$ cat src/rtl/msd_pkg.sv
// Package for the multiplexed segment display refresh controller.
// Assumes a single clock domain shared by the processor end and the display end.
package msd_pkg;
  localparam int unsigned CLK_HZ        = 40000000;
  localparam int unsigned MIN_REFRESH   = 100;       // Per digit, per second
  localparam int unsigned NUM_DIGITS    = 5;
  localparam int unsigned SEG_W         = 7;
  localparam int unsigned BCD_W         = 4;
  // Longest slot that still meets the refresh floor, rounded down
  localparam int unsigned SLOT_MAX_CYC  = CLK_HZ / (MIN_REFRESH * NUM_DIGITS);
  localparam logic [1:0]  MODE_STATIC   = 2'h0;
  localparam logic [1:0]  MODE_REFRESH  = 2'h1;
  localparam logic [1:0]  MODE_DECODED  = 2'h2;
  localparam logic [1:0]  MODE_CODED    = 2'h3;
  localparam logic [6:0]  SEG_BLANK     = 7'h00;
  // Segment order {g,f,e,d,c,b,a}
  localparam logic [6:0]  SEG_0 = 7'h3f;
  localparam logic [6:0]  SEG_1 = 7'h06;
  localparam logic [6:0]  SEG_2 = 7'h5b;
  localparam logic [6:0]  SEG_3 = 7'h4f;
  localparam logic [6:0]  SEG_4 = 7'h66;
  localparam logic [6:0]  SEG_5 = 7'h6d;
  localparam logic [6:0]  SEG_6 = 7'h7d;
  localparam logic [6:0]  SEG_7 = 7'h07;
  localparam logic [6:0]  SEG_8 = 7'h7f;
  localparam logic [6:0]  SEG_9 = 7'h6f;
endpackage : msd_pkg

$ cat src/rtl/msd_if.sv
// Interface joining the processor end and the display controller end.
// Assumes both ends share clk and resetn supplied by the testbench.
`timescale 1ns/10ps
interface msd_if #(
  parameter int unsigned DIGITS = msd_pkg::NUM_DIGITS
) (
  input wire logic clk,
  input wire logic resetn
);
  logic [1:0]            mode;       // Display mode select
  logic                  wr_en;      // One-cycle write strobe
  logic [7:0]            wr_addr;    // Digit position written
  logic [7:0]            wr_data;    // Segments or BCD in low bits
  logic                  refresh_irq; // One-cycle request for next digit data
  logic [7:0]            irq_digit;  // Digit that the request is for

  modport device (
    input  mode,
    input  wr_en,
    input  wr_addr,
    input  wr_data,
    output refresh_irq,
    output irq_digit
  );
  modport host (
    output mode,
    output wr_en,
    output wr_addr,
    output wr_data,
    input  refresh_irq,
    input  irq_digit
  );
endinterface : msd_if

$ cat src/rtl/msd_display.sv
// Display end: scans an N-digit seven-segment array from one shared decoder.
// Assumes the processor end drives the interface on the same clock.
// Operation
// [RL1] One decoder, common segment lines, 7xN
// [RL2] Segments and digit enable in same slot
// [RL3] Slot end steps strobe to next digit
// [RL4] Each digit refreshed 100 times per second
// [RL5] Strobe rate configurable for vibration
// [RL6] Equal slot per digit, duty one over N
// [RL7] Refresh mode interrupts; processor supplies data
// [RL8] Decoded mode refreshes from local pattern RAM
// [RL9] Processor writes decoded patterns on change
// [RL10] Coded mode decodes BCD RAM each slot
// [RL11] Processor changes message via BCD writes
// [RL12] Static mode: own address per digit
// [RL13] Scan wraps after last digit
// [RL14] BCD 0-9 decoded, 10-15 blank
`timescale 1ns/10ps
module msd_display #(
  parameter int unsigned DIGITS   = msd_pkg::NUM_DIGITS,
  parameter int unsigned SLOT_CYC = msd_pkg::SLOT_MAX_CYC
) (
  input  wire logic                clk,
  input  wire logic                resetn,
  msd_if.device                    bus,
  input  wire logic [15:0]         slot_len,
  output logic [6:0]               seg_out,
  output logic [DIGITS-1:0]        digit_en,
  output logic [DIGITS-1:0]        static_en
);
  localparam int unsigned IDX_W = (DIGITS > 1) ? $clog2(DIGITS) : 1;
  localparam logic [IDX_W-1:0] LAST_IDX = IDX_W'(DIGITS - 1);
  localparam logic [15:0] SLOT_DEF = 16'(SLOT_CYC);

  logic [7:0]        ram_ff [DIGITS];  // Local RAM, one word per digit
  logic [7:0]        static_ff [DIGITS];
  logic [15:0]       slot_cnt_ff;
  logic [IDX_W-1:0]  idx_ff;
  logic [6:0]        seg_ff;
  logic [DIGITS-1:0] digit_ff;
  logic              irq_ff;
  logic [7:0]        irq_digit_ff;
  logic [15:0]       slot_lim;
  logic              slot_end;
  logic [IDX_W-1:0]  nxt_idx;
  logic [6:0]        nxt_seg;
  logic [7:0]        word;

  // Shared BCD decoder; non-decimal codes blank the digit
  function automatic logic [6:0] bcd_to_seg(input logic [3:0] code);
    case (code)
      4'h0:    bcd_to_seg = msd_pkg::SEG_0; // [RL14]
      4'h1:    bcd_to_seg = msd_pkg::SEG_1;
      4'h2:    bcd_to_seg = msd_pkg::SEG_2;
      4'h3:    bcd_to_seg = msd_pkg::SEG_3;
      4'h4:    bcd_to_seg = msd_pkg::SEG_4;
      4'h5:    bcd_to_seg = msd_pkg::SEG_5;
      4'h6:    bcd_to_seg = msd_pkg::SEG_6;
      4'h7:    bcd_to_seg = msd_pkg::SEG_7;
      4'h8:    bcd_to_seg = msd_pkg::SEG_8;
      4'h9:    bcd_to_seg = msd_pkg::SEG_9;
      default: bcd_to_seg = msd_pkg::SEG_BLANK; // [RL14]
    endcase
  endfunction : bcd_to_seg

  // Zero or too long a slot falls back to the default, so flicker floor holds
  always_comb begin
    if ((slot_len == 16'h0000) || (slot_len > SLOT_DEF)) begin
      slot_lim = SLOT_DEF; // [RL4]
    end else begin
      slot_lim = slot_len; // [RL5]
    end
  end

  assign slot_end = (slot_cnt_ff >= (slot_lim - 16'h0001)); // [RL6]
  assign nxt_idx  = (idx_ff == LAST_IDX) ? '0 : idx_ff + 1'b1; // [RL13]

  // Slot timer, identical length for every digit
  always_ff @(posedge clk or negedge resetn) begin
    if (!resetn) begin
      slot_cnt_ff <= 16'h0000;
    end else if (slot_end) begin
      slot_cnt_ff <= 16'h0000; // [RL6]
    end else begin
      slot_cnt_ff <= slot_cnt_ff + 16'h0001;
    end
  end

  // Digit pointer steps at each slot end
  always_ff @(posedge clk or negedge resetn) begin
    if (!resetn) begin
      idx_ff <= '0;
    end else if (slot_end) begin
      idx_ff <= nxt_idx; // [RL3] [RL13]
    end
  end

  // Local RAM and static latches, one address per digit
  generate
    for (genvar gi = 0; gi < DIGITS; gi++) begin : g_ram
      always_ff @(posedge clk or negedge resetn) begin
        if (!resetn) begin
          ram_ff[gi]    <= 8'h00;
          static_ff[gi] <= 8'h00;
        end else if (bus.wr_en && (bus.wr_addr == 8'(gi))) begin
          ram_ff[gi] <= bus.wr_data; // [RL8] [RL10] [RL7]
          if (bus.mode == msd_pkg::MODE_STATIC) begin
            static_ff[gi] <= bus.wr_data; // [RL12]
          end
        end
      end
      // Static digits enabled continuously while static mode is selected
      always_ff @(posedge clk or negedge resetn) begin
        if (!resetn) begin
          static_en[gi] <= 1'b0;
        end else begin
          static_en[gi] <= (bus.mode == msd_pkg::MODE_STATIC); // [RL12]
        end
      end
    end
  endgenerate

  // Pattern for the digit about to be shown; only coded mode passes it through the single decoder
  assign word = ram_ff[nxt_idx];
  always_comb begin
    case (bus.mode)
      msd_pkg::MODE_CODED:  nxt_seg = bcd_to_seg(word[3:0]); // [RL10] [RL1]
      msd_pkg::MODE_STATIC: nxt_seg = msd_pkg::SEG_BLANK;
      default:              nxt_seg = word[6:0]; // [RL8] [RL7]
    endcase
  end

  // Segment and digit lines change together at slot end
  always_ff @(posedge clk or negedge resetn) begin
    if (!resetn) begin
      seg_ff   <= msd_pkg::SEG_BLANK;
      digit_ff <= '0;
    end else if (slot_end) begin
      seg_ff   <= nxt_seg; // [RL2] [RL3]
      digit_ff <= (bus.mode == msd_pkg::MODE_STATIC) ? '0 : DIGITS'(1) << nxt_idx; // [RL2]
    end
  end

  // Refresh mode asks for the digit after the one just strobed
  always_ff @(posedge clk or negedge resetn) begin
    if (!resetn) begin
      irq_ff       <= 1'b0;
      irq_digit_ff <= 8'h00;
    end else begin
      irq_ff <= slot_end && (bus.mode == msd_pkg::MODE_REFRESH); // [RL7]
      if (slot_end) begin
        irq_digit_ff <= 8'(nxt_idx == LAST_IDX ? '0 : nxt_idx + 1'b1); // [RL7]
      end
    end
  end

  // Static segment bus: no per-digit segment lines exist here, so static_ff
  // patterns are never driven out; static_en is set and seg_out stays blank
  assign seg_out          = seg_ff;
  assign digit_en         = digit_ff;
  assign bus.refresh_irq  = irq_ff;
  assign bus.irq_digit    = irq_digit_ff;
endmodule : msd_display

$ cat src/flat_wrapper.sv
// flat-port wrapper written by rule: the top's interface ports become plain ports
module msd_display_flat 
#(
  parameter int unsigned DIGITS   = msd_pkg::NUM_DIGITS,
  parameter int unsigned SLOT_CYC = msd_pkg::SLOT_MAX_CYC
)
  (clk, resetn, slot_len, seg_out, digit_en, static_en, bus_mode, bus_wr_en, bus_wr_addr, bus_wr_data, bus_refresh_irq, bus_irq_digit);
  msd_if #(.DIGITS(DIGITS)) bus_i (.clk(clk), .resetn(resetn));
  input  wire logic clk;
  input  wire logic resetn;
  input  wire logic [15:0] slot_len;
  output logic [6:0] seg_out;
  output logic [DIGITS-1:0] digit_en;
  output logic [DIGITS-1:0] static_en;
  input wire logic [$bits(bus_i.mode)-1:0] bus_mode;
  input wire logic [$bits(bus_i.wr_en)-1:0] bus_wr_en;
  input wire logic [$bits(bus_i.wr_addr)-1:0] bus_wr_addr;
  input wire logic [$bits(bus_i.wr_data)-1:0] bus_wr_data;
  output wire logic [$bits(bus_i.refresh_irq)-1:0] bus_refresh_irq;
  output wire logic [$bits(bus_i.irq_digit)-1:0] bus_irq_digit;
  assign bus_i.mode = bus_mode;
  assign bus_i.wr_en = bus_wr_en;
  assign bus_i.wr_addr = bus_wr_addr;
  assign bus_i.wr_data = bus_wr_data;
  assign bus_refresh_irq = bus_i.refresh_irq;
  assign bus_irq_digit = bus_i.irq_digit;
  msd_display #(.DIGITS(DIGITS), .SLOT_CYC(SLOT_CYC)) u_core (.clk(clk), .resetn(resetn), .bus(bus_i), .slot_len(slot_len), .seg_out(seg_out), .digit_en(digit_en), .static_en(static_en));
endmodule
$ cat config.mk
export PLATFORM = sky130hd
export DESIGN_NAME = msd_display_flat
export DESIGN_NICKNAME = d
export VERILOG_FILES = /design/src/rtl/msd_pkg.sv /design/src/rtl/msd_if.sv /design/src/rtl/msd_display.sv /design/src/flat_wrapper.sv
export SDC_FILE = /design/constraint.sdc
export NUM_CORES = 1
export LEC_CHECK = 0
export BUFFER_PORTS_ARGS = -buffer_cell sky130_fd_sc_hd__buf_2
export CORE_MARGIN = 2
export CORE_UTILIZATION = 58
export DETAILED_ROUTE_END_ITERATION = 16
export PLACE_DENSITY = 0.78
export SLEW_MARGIN = 25
export SYNTH_ARGS = -nofsm -noshare
export SYNTH_HDL_FRONTEND = slang
export SYNTH_SLANG_ARGS = --single-unit
$ cat constraint.sdc
create_clock -name clk -period 3.8 [get_ports clk]
set_input_delay 0.19 -clock clk [delete_from_list [all_inputs] [get_ports clk]]
set_output_delay 0.19 -clock clk [all_outputs]
set_load 0.05 [all_outputs]
# After elaboration in Yosys (flattened, before gate mapping)
# Memories as Yosys holds them, arrays and structs flattened.
# Cells that the tools add are included.
# word_totals
reg_bits	81
wordCells	49
n_memories	1
in_bits	37
rom_bits	112
output_inout_bits	26
# mem_list
name	depth	width	rd	rd_ports_with_merged_regs	wr	line	source
(no name shown)	16	7	1	0	0	msd_display.sv:51	case (code)
# classes
n_eq_ne	8
n_reduce_logical	10
bitwise_logic	1
n_addsub	4
mux	9
n_lt_le_gt_ge	3
n_shift	1
# ops
operator	count
2-to-1 mux 16 bit	2
binary-select mux 8 bit (select 3 bit)	1
adder 16 x 1 -> 16 bit (second input constant)	1
equality test 8 x 2 -> 1 bit (second input constant)	2
>= comparator 16 bit	1
> comparator 16 x 14 -> 1 bit (second input constant)	1
zero test 16 bit	1
subtractor 16 x 1 -> 16 bit (second input constant)	1
2-to-1 mux 7 bit	2
one-hot mux 7 bit (2 select lines)	1
equality test 8 x 1 -> 1 bit (second input constant)	1
equality test 8 x 3 -> 1 bit (second input constant)	1
zero test 8 bit	1
2-to-1 mux 8 bit	1
equality test 3 bit (second input constant)	2
logical AND 1 bit	6
2-to-1 mux 5 bit	1
<< shifter 1 x 3 -> 5 bit (first input constant)	1
adder 3 x 1 -> 4 bit (second input constant)	1
>= comparator 4 bit (second input constant)	1
inverter 3 -> 4 bit	1
adder 3 x 1 -> 3 bit (second input constant)	1
2-to-1 mux 3 bit	1
equality test 2 x 1 -> 1 bit (second input constant)	1
other kinds (3)	3

# Logic depth before layout (Yosys ltp)
# An unclocked memory read counts as a cell.
# logic_depth
ltp_word	8
depth_mapped	21
mapped_depth_nobuf	18

# Worst setup path before layout
# Ideal clock, no wire load.
# synth_path
path_kind	input to register
startpoint	in slot_len[3]
endpoint	reg u_core.irq_digit_ff[0], in the netlist u_core.bus.irq_digit[0]
setup_ns	0.134
path_slack_ns	-0.746
t_arrival_ns	4.412
required_ns	3.666
cell_stages	21
n_path_buf	3
path_cell_list	nor4_1 nand4_1 nor3_1 a2111oi_4 buf_6 nand2_1 ha_1 buf_1 nand3_1 nor4_1 nand2b_1 xor2_1 and2_2 ha_1 a21oi_1 o21ai_0 a2111oi_2 o211ai_1 nand2_1 clkbuf_1 o21ai_0
# synth_via
elab_chain_len	5
word_cells_on_any_way	6
classes_between	1 x add/sub; 2 x order compare; 1 x mux; 2 x reduce/logical
# synth_lines
element	line	source
start, declared	flat_wrapper.sv:11	input wire logic [15:0] slot_len;
> comparator 16 x 14 -> 1 bit or zero test 16 bit (tied branches)	msd_display.sv:68	if ((slot_len == 16'h0000) || (slot_len > SLOT_DEF)) begin
logical OR 1 bit	msd_display.sv:68	
2-to-1 mux 16 bit *	msd_display.sv:68	
subtractor 16 x 1 -> 16 bit *	msd_display.sv:75	assign slot_end = (slot_cnt_ff >= (slot_lim - 16'h0001));
>= comparator 16 bit *	msd_display.sv:75	
end signal, assigned	msd_display.sv:152	irq_digit_ff <= 8'(nxt_idx == LAST_IDX ? '0 : nxt_idx + 1'b1);
end, declared	msd_display.sv:42	logic [7:0] irq_digit_ff;
# Mark *: on every way between the ends. The rest lies on a longest branch, timed or not.
# A chain may end at the register's enable or synchronous reset.

# Worst setup path after layout
# layout_path
startpoint	in slot_len[2]
endpoint	reg u_core.irq_digit_ff[1], in the netlist u_core.bus.irq_digit[1]
# The elaborated chain is that of the path after synthesis.

==> flow_metrics.env <==
export IMPL_min_path_type="input pin to register"
export IMPL_final_common_cell="dfrtp_1"
export IMPL_worst_setup_path_end_kind="register"
export IMPL_rsz0062_at_grt="no"
export IMPL_required_ns=4.03
export IMPL_final_cells=588
export IMPL_drc=0
export IMPL_port_buffers=57
export IMPL_cts_root_buf="clkbuf_8"
export IMPL_r2r_start="u_core.idx_ff[0]"
export IMPL_fp_coreArea_um2=7253
export IMPL_synth_adder_area_share=0.09810
export IMPL_arrival_ns=3.85
export IMPL_min_to="u_core.ram_ff[21]"
export IMPL_synth_area_mux_share=0.1359
export IMPL_slew_violations=0
export IMPL_drt_pre_antenna_iters=4
export IMPL_worst_slew_pin_slew_ns=0.8893
export IMPL_timing_worst_setup_path_type="input pin to register"
export IMPL_synth_edf_count=0
export IMPL_clkLatencyLatePin_ns=0.35
export IMPL_fin_nets=556
export IMPL_synth_ff_type="dfrtp_1"
export IMPL_num_antenna_cells=0
export IMPL_num_vias=3352
export IMPL_ir_drop_mv=0.3186
export IMPL_max_freq_mhz=276.7
export IMPL_period_needed_ns=3.614
export IMPL_hpwl_mm=6.921
export IMPL_synth_avg_cell_area_um2=10.71
export IMPL_drtIter0Drc=139
export IMPL_worstReg2RegEnd="u_core.seg_out[4]"
export IMPL_area_delta_synth_final_pct=20.28
export IMPL_num_rows=31
export IMPL_clkTransAtPathRegs_ns=0.07
export IMPL_synth_xor_area_frac=0.04645
export IMPL_track_usage=0.2380
export IMPL_grt_pass1_vias=3270
export IMPL_netlist_instances=405
export IMPL_yosysSeqAreaShare=0.4155
export IMPL_fill_cells=550
export IMPL_io_pins=63
export IMPL_netlist_area_um2=4337
export IMPL_cts_buffers=9
export IMPL_layout_common_cells="dfrtp_1, buf_2, mux2_2, ha_1, nor2_1"
export IMPL_async_flop_share=1.000
export IMPL_vias_per_cell=5.701
export IMPL_worstHoldPathCells=2
export IMPL_clock_sinks=72
export IMPL_route_final_wire_length_mm=9.111
export IMPL_status="completed"
export IMPL_synth_top_family_by_area="multiplexers"
export IMPL_power_density_nw_per_um2=667.6
export IMPL_die_y_um=90.47
export IMPL_ys_warnings_count=0
export IMPL_setup_ws_ns=0.1863
export IMPL_antenna_found_initial=0
export IMPL_setup_worst_path_start_class="input pin"
export IMPL_grt_overflow=0
export IMPL_max_slew_margin_rel=0.4056
export IMPL_drive_gt1_frac=0.3354
export IMPL_ys_types=58
export IMPL_fin_crit_sh=0.9510
export IMPL_synth_compound_area_frac=0.1316
export IMPL_yosys_area_share_simple=0.1330
export IMPL_grt_pass1_wl_mm=15.80
export IMPL_clockBufferDepth=2
export IMPL_drtAntennaViolNets=0
export IMPL_place_gp_congestion=0.8850
export IMPL_path_max_fanout=7
export IMPL_hp_start="bus_wr_data[5]"
export IMPL_max_cap_viol_count=0
export IMPL_skew_ns=0.01262
export IMPL_die_area_um2=8185
export IMPL_ys_seq_elements=72
export IMPL_reg2reg_setup_slack_ns=0.72
export IMPL_dpl_cell_count=571
export IMPL_p_leak_nw=2.496
export IMPL_ff2ff_path_depth=11
export IMPL_place_ws_ns=-0.1836
export IMPL_finalSetupViolCount=0
export IMPL_start_util=0.5979
export IMPL_wl_per_cell_um=15.49
export IMPL_grt_max_degree=38
export IMPL_htree_levels=3
export IMPL_hold_viol=0
export IMPL_tritoncts="built"
export IMPL_dieWidth_um=90.47
-- where the power goes --
part | leakage [nW] | total (mW) | switching [mW] | internal [mW]
clock network | 0.116 | 0.683 | 0.279 | 0.404
logic | 1.41 | 1.67 | 1.04 | 0.624
registers | 0.967 | 1.13 | 0.182 | 0.951
total | 2.50 | 3.48 | 1.50 | 1.98
-- final cells by class --
cell class	instances	area, um2	share of cell area
multi-input cells	303	2486	0.4766
flip-flops and latches	72	1802	0.3454
repair buffers	85	523.0	0.1003
clock buffers	11	151.4	0.02902
well taps	99	123.9	0.02375
clock inverters	4	77.57	0.01487
inverters	14	52.55	0.01007
-- cell families (layout without fill, tap and decap cells) --
group / after synthesis / after routing
and+or+nand+nor: 114 / 114
AOI/OAI and AO/OA: 79 / 79
DFF: 72 / 72
muxes: 48 / 48
adders and majority gates: 34 / 34
buffers and inverters: 33 / 114
xor gates and xnor gates: 23 / 23
other: 2 / 5
-- synthesized netlist by cell type, drive strengths merged (2+ instances only) --
cell	n	share of area
a2111oi	2	0.0098
a211oi	3	0.0063
a21o	2	0.0038
a21oi	13	0.015
a22o	4	0.0081
a22oi	2	0.0046
a32oi	2	0.0058
a41oi	2	0.0040
and2	6	0.0089
and3	5	0.0072
and4	2	0.0040
buf	12	0.020
clkbuf	7	0.0061
conb	2	0.0017
dfrtp	72	0.42
ha	34	0.098
inv	14	0.012
mux2	37	0.096
mux2i	6	0.014
mux4	5	0.026
nand2	25	0.022
nand2b	5	0.0072
nand3	16	0.018
nand4	9	0.013
nor2	28	0.024
nor2b	2	0.0029
nor3	7	0.0081
nor4	3	0.0043
o211ai	6	0.010
o21a	2	0.0035
o21ai	27	0.031
o2bb2ai	2	0.0040
o31ai	3	0.0052
o41ai	4	0.0098
or4	2	0.0043
xnor2	8	0.016
xor2	15	0.030
-- routing by layer --
layer | routed length (um) | vias up | part of all wire | GRT usage
li1 | - | 1641 | - | -
met1 | 4185 | 1617 | 0.46 | 0.3280
met2 | 4394 | 83 | 0.48 | 0.3794
met3 | 399 | 11 | 0.044 | 0.04841
met4 | 131 | 0 | 0.014 | 0.07692
met5 | 0 | - | 0 | 0
-- worst max-delay path by stage --
stage | slack (ns) | startpoint | endpoint | cells after the start
2_1_floorplan | -0.16 | slot_len[4] | u_core.seg_out[1] | 21
3_3_place_gp | -0.08 | slot_len[2] | u_core.bus.irq_digit[2] | 19
3_5_place_dp | -0.18 | slot_len[2] | u_core.bus.irq_digit[1] | 19
4_1_cts | 0.18 | slot_len[2] | u_core.bus.irq_digit[1] | 19
5_1_grt | 0.004 | slot_len[9] | u_core.slot_cnt_ff[6] | 20
6_report | 0.19 | slot_len[2] | u_core.bus.irq_digit[1] | 19
-- repair_timing --
item                       in CTS  in global routing
resized for setup               0                  2
hold buffers                    1                  0
setup endpoints to repair       0                  7
hold endpoints to repair       35                  0
buffers inserted                0                  1
-- registers in the layout (all words and copies together) (netlist names) --
name / count
u_core.idx_ff: 3
u_core.static_en: 1
u_core.seg_out: 7
u_core.bus.refresh_irq: 1
u_core.bus.irq_digit: 4
u_core.slot_cnt_ff: 16
u_core.digit_en: 5
u_core.ram_ff: 35
-- stage by stage --
stage	util	instance area, um2	setup TNS, ns	hold WS [ns]	total power, mW
after detailed placement	0.6840	4961	-3.524	0.3131	2.797
after global placement	0.6840	4961	-0.5386	0.3079	2.741
final	0.7192	5216	0	0.1335	3.482
after global routing	0.7192	5216	0	0.1388	3.726
after floorplan	-	4467	-2.820	-0.1056	2.305
after CTS	0.7169	5200	0	0.1190	3.492
-- worst max-delay path, stage by stage --
cell,delay [ns]
buf_2,0.12
or4_4,0.53
o41ai_4,0.27
a21oi_2,0.11
a2111oi_4,0.39
nand2_2,0.10
ha_2,0.23
nand3_4,0.07
nor4_2,0.05
nand2b_1,0.08
xor2_1,0.07
and2_4,0.17
ha_4,0.15
a21oi_2,0.12
o21ai_2,0.09
a2111oi_4,0.41
o211a_1,0.29
nor2_2,0.12
mux2_2,0.28
No activity file was read; power rests on OpenSTA's default activity.
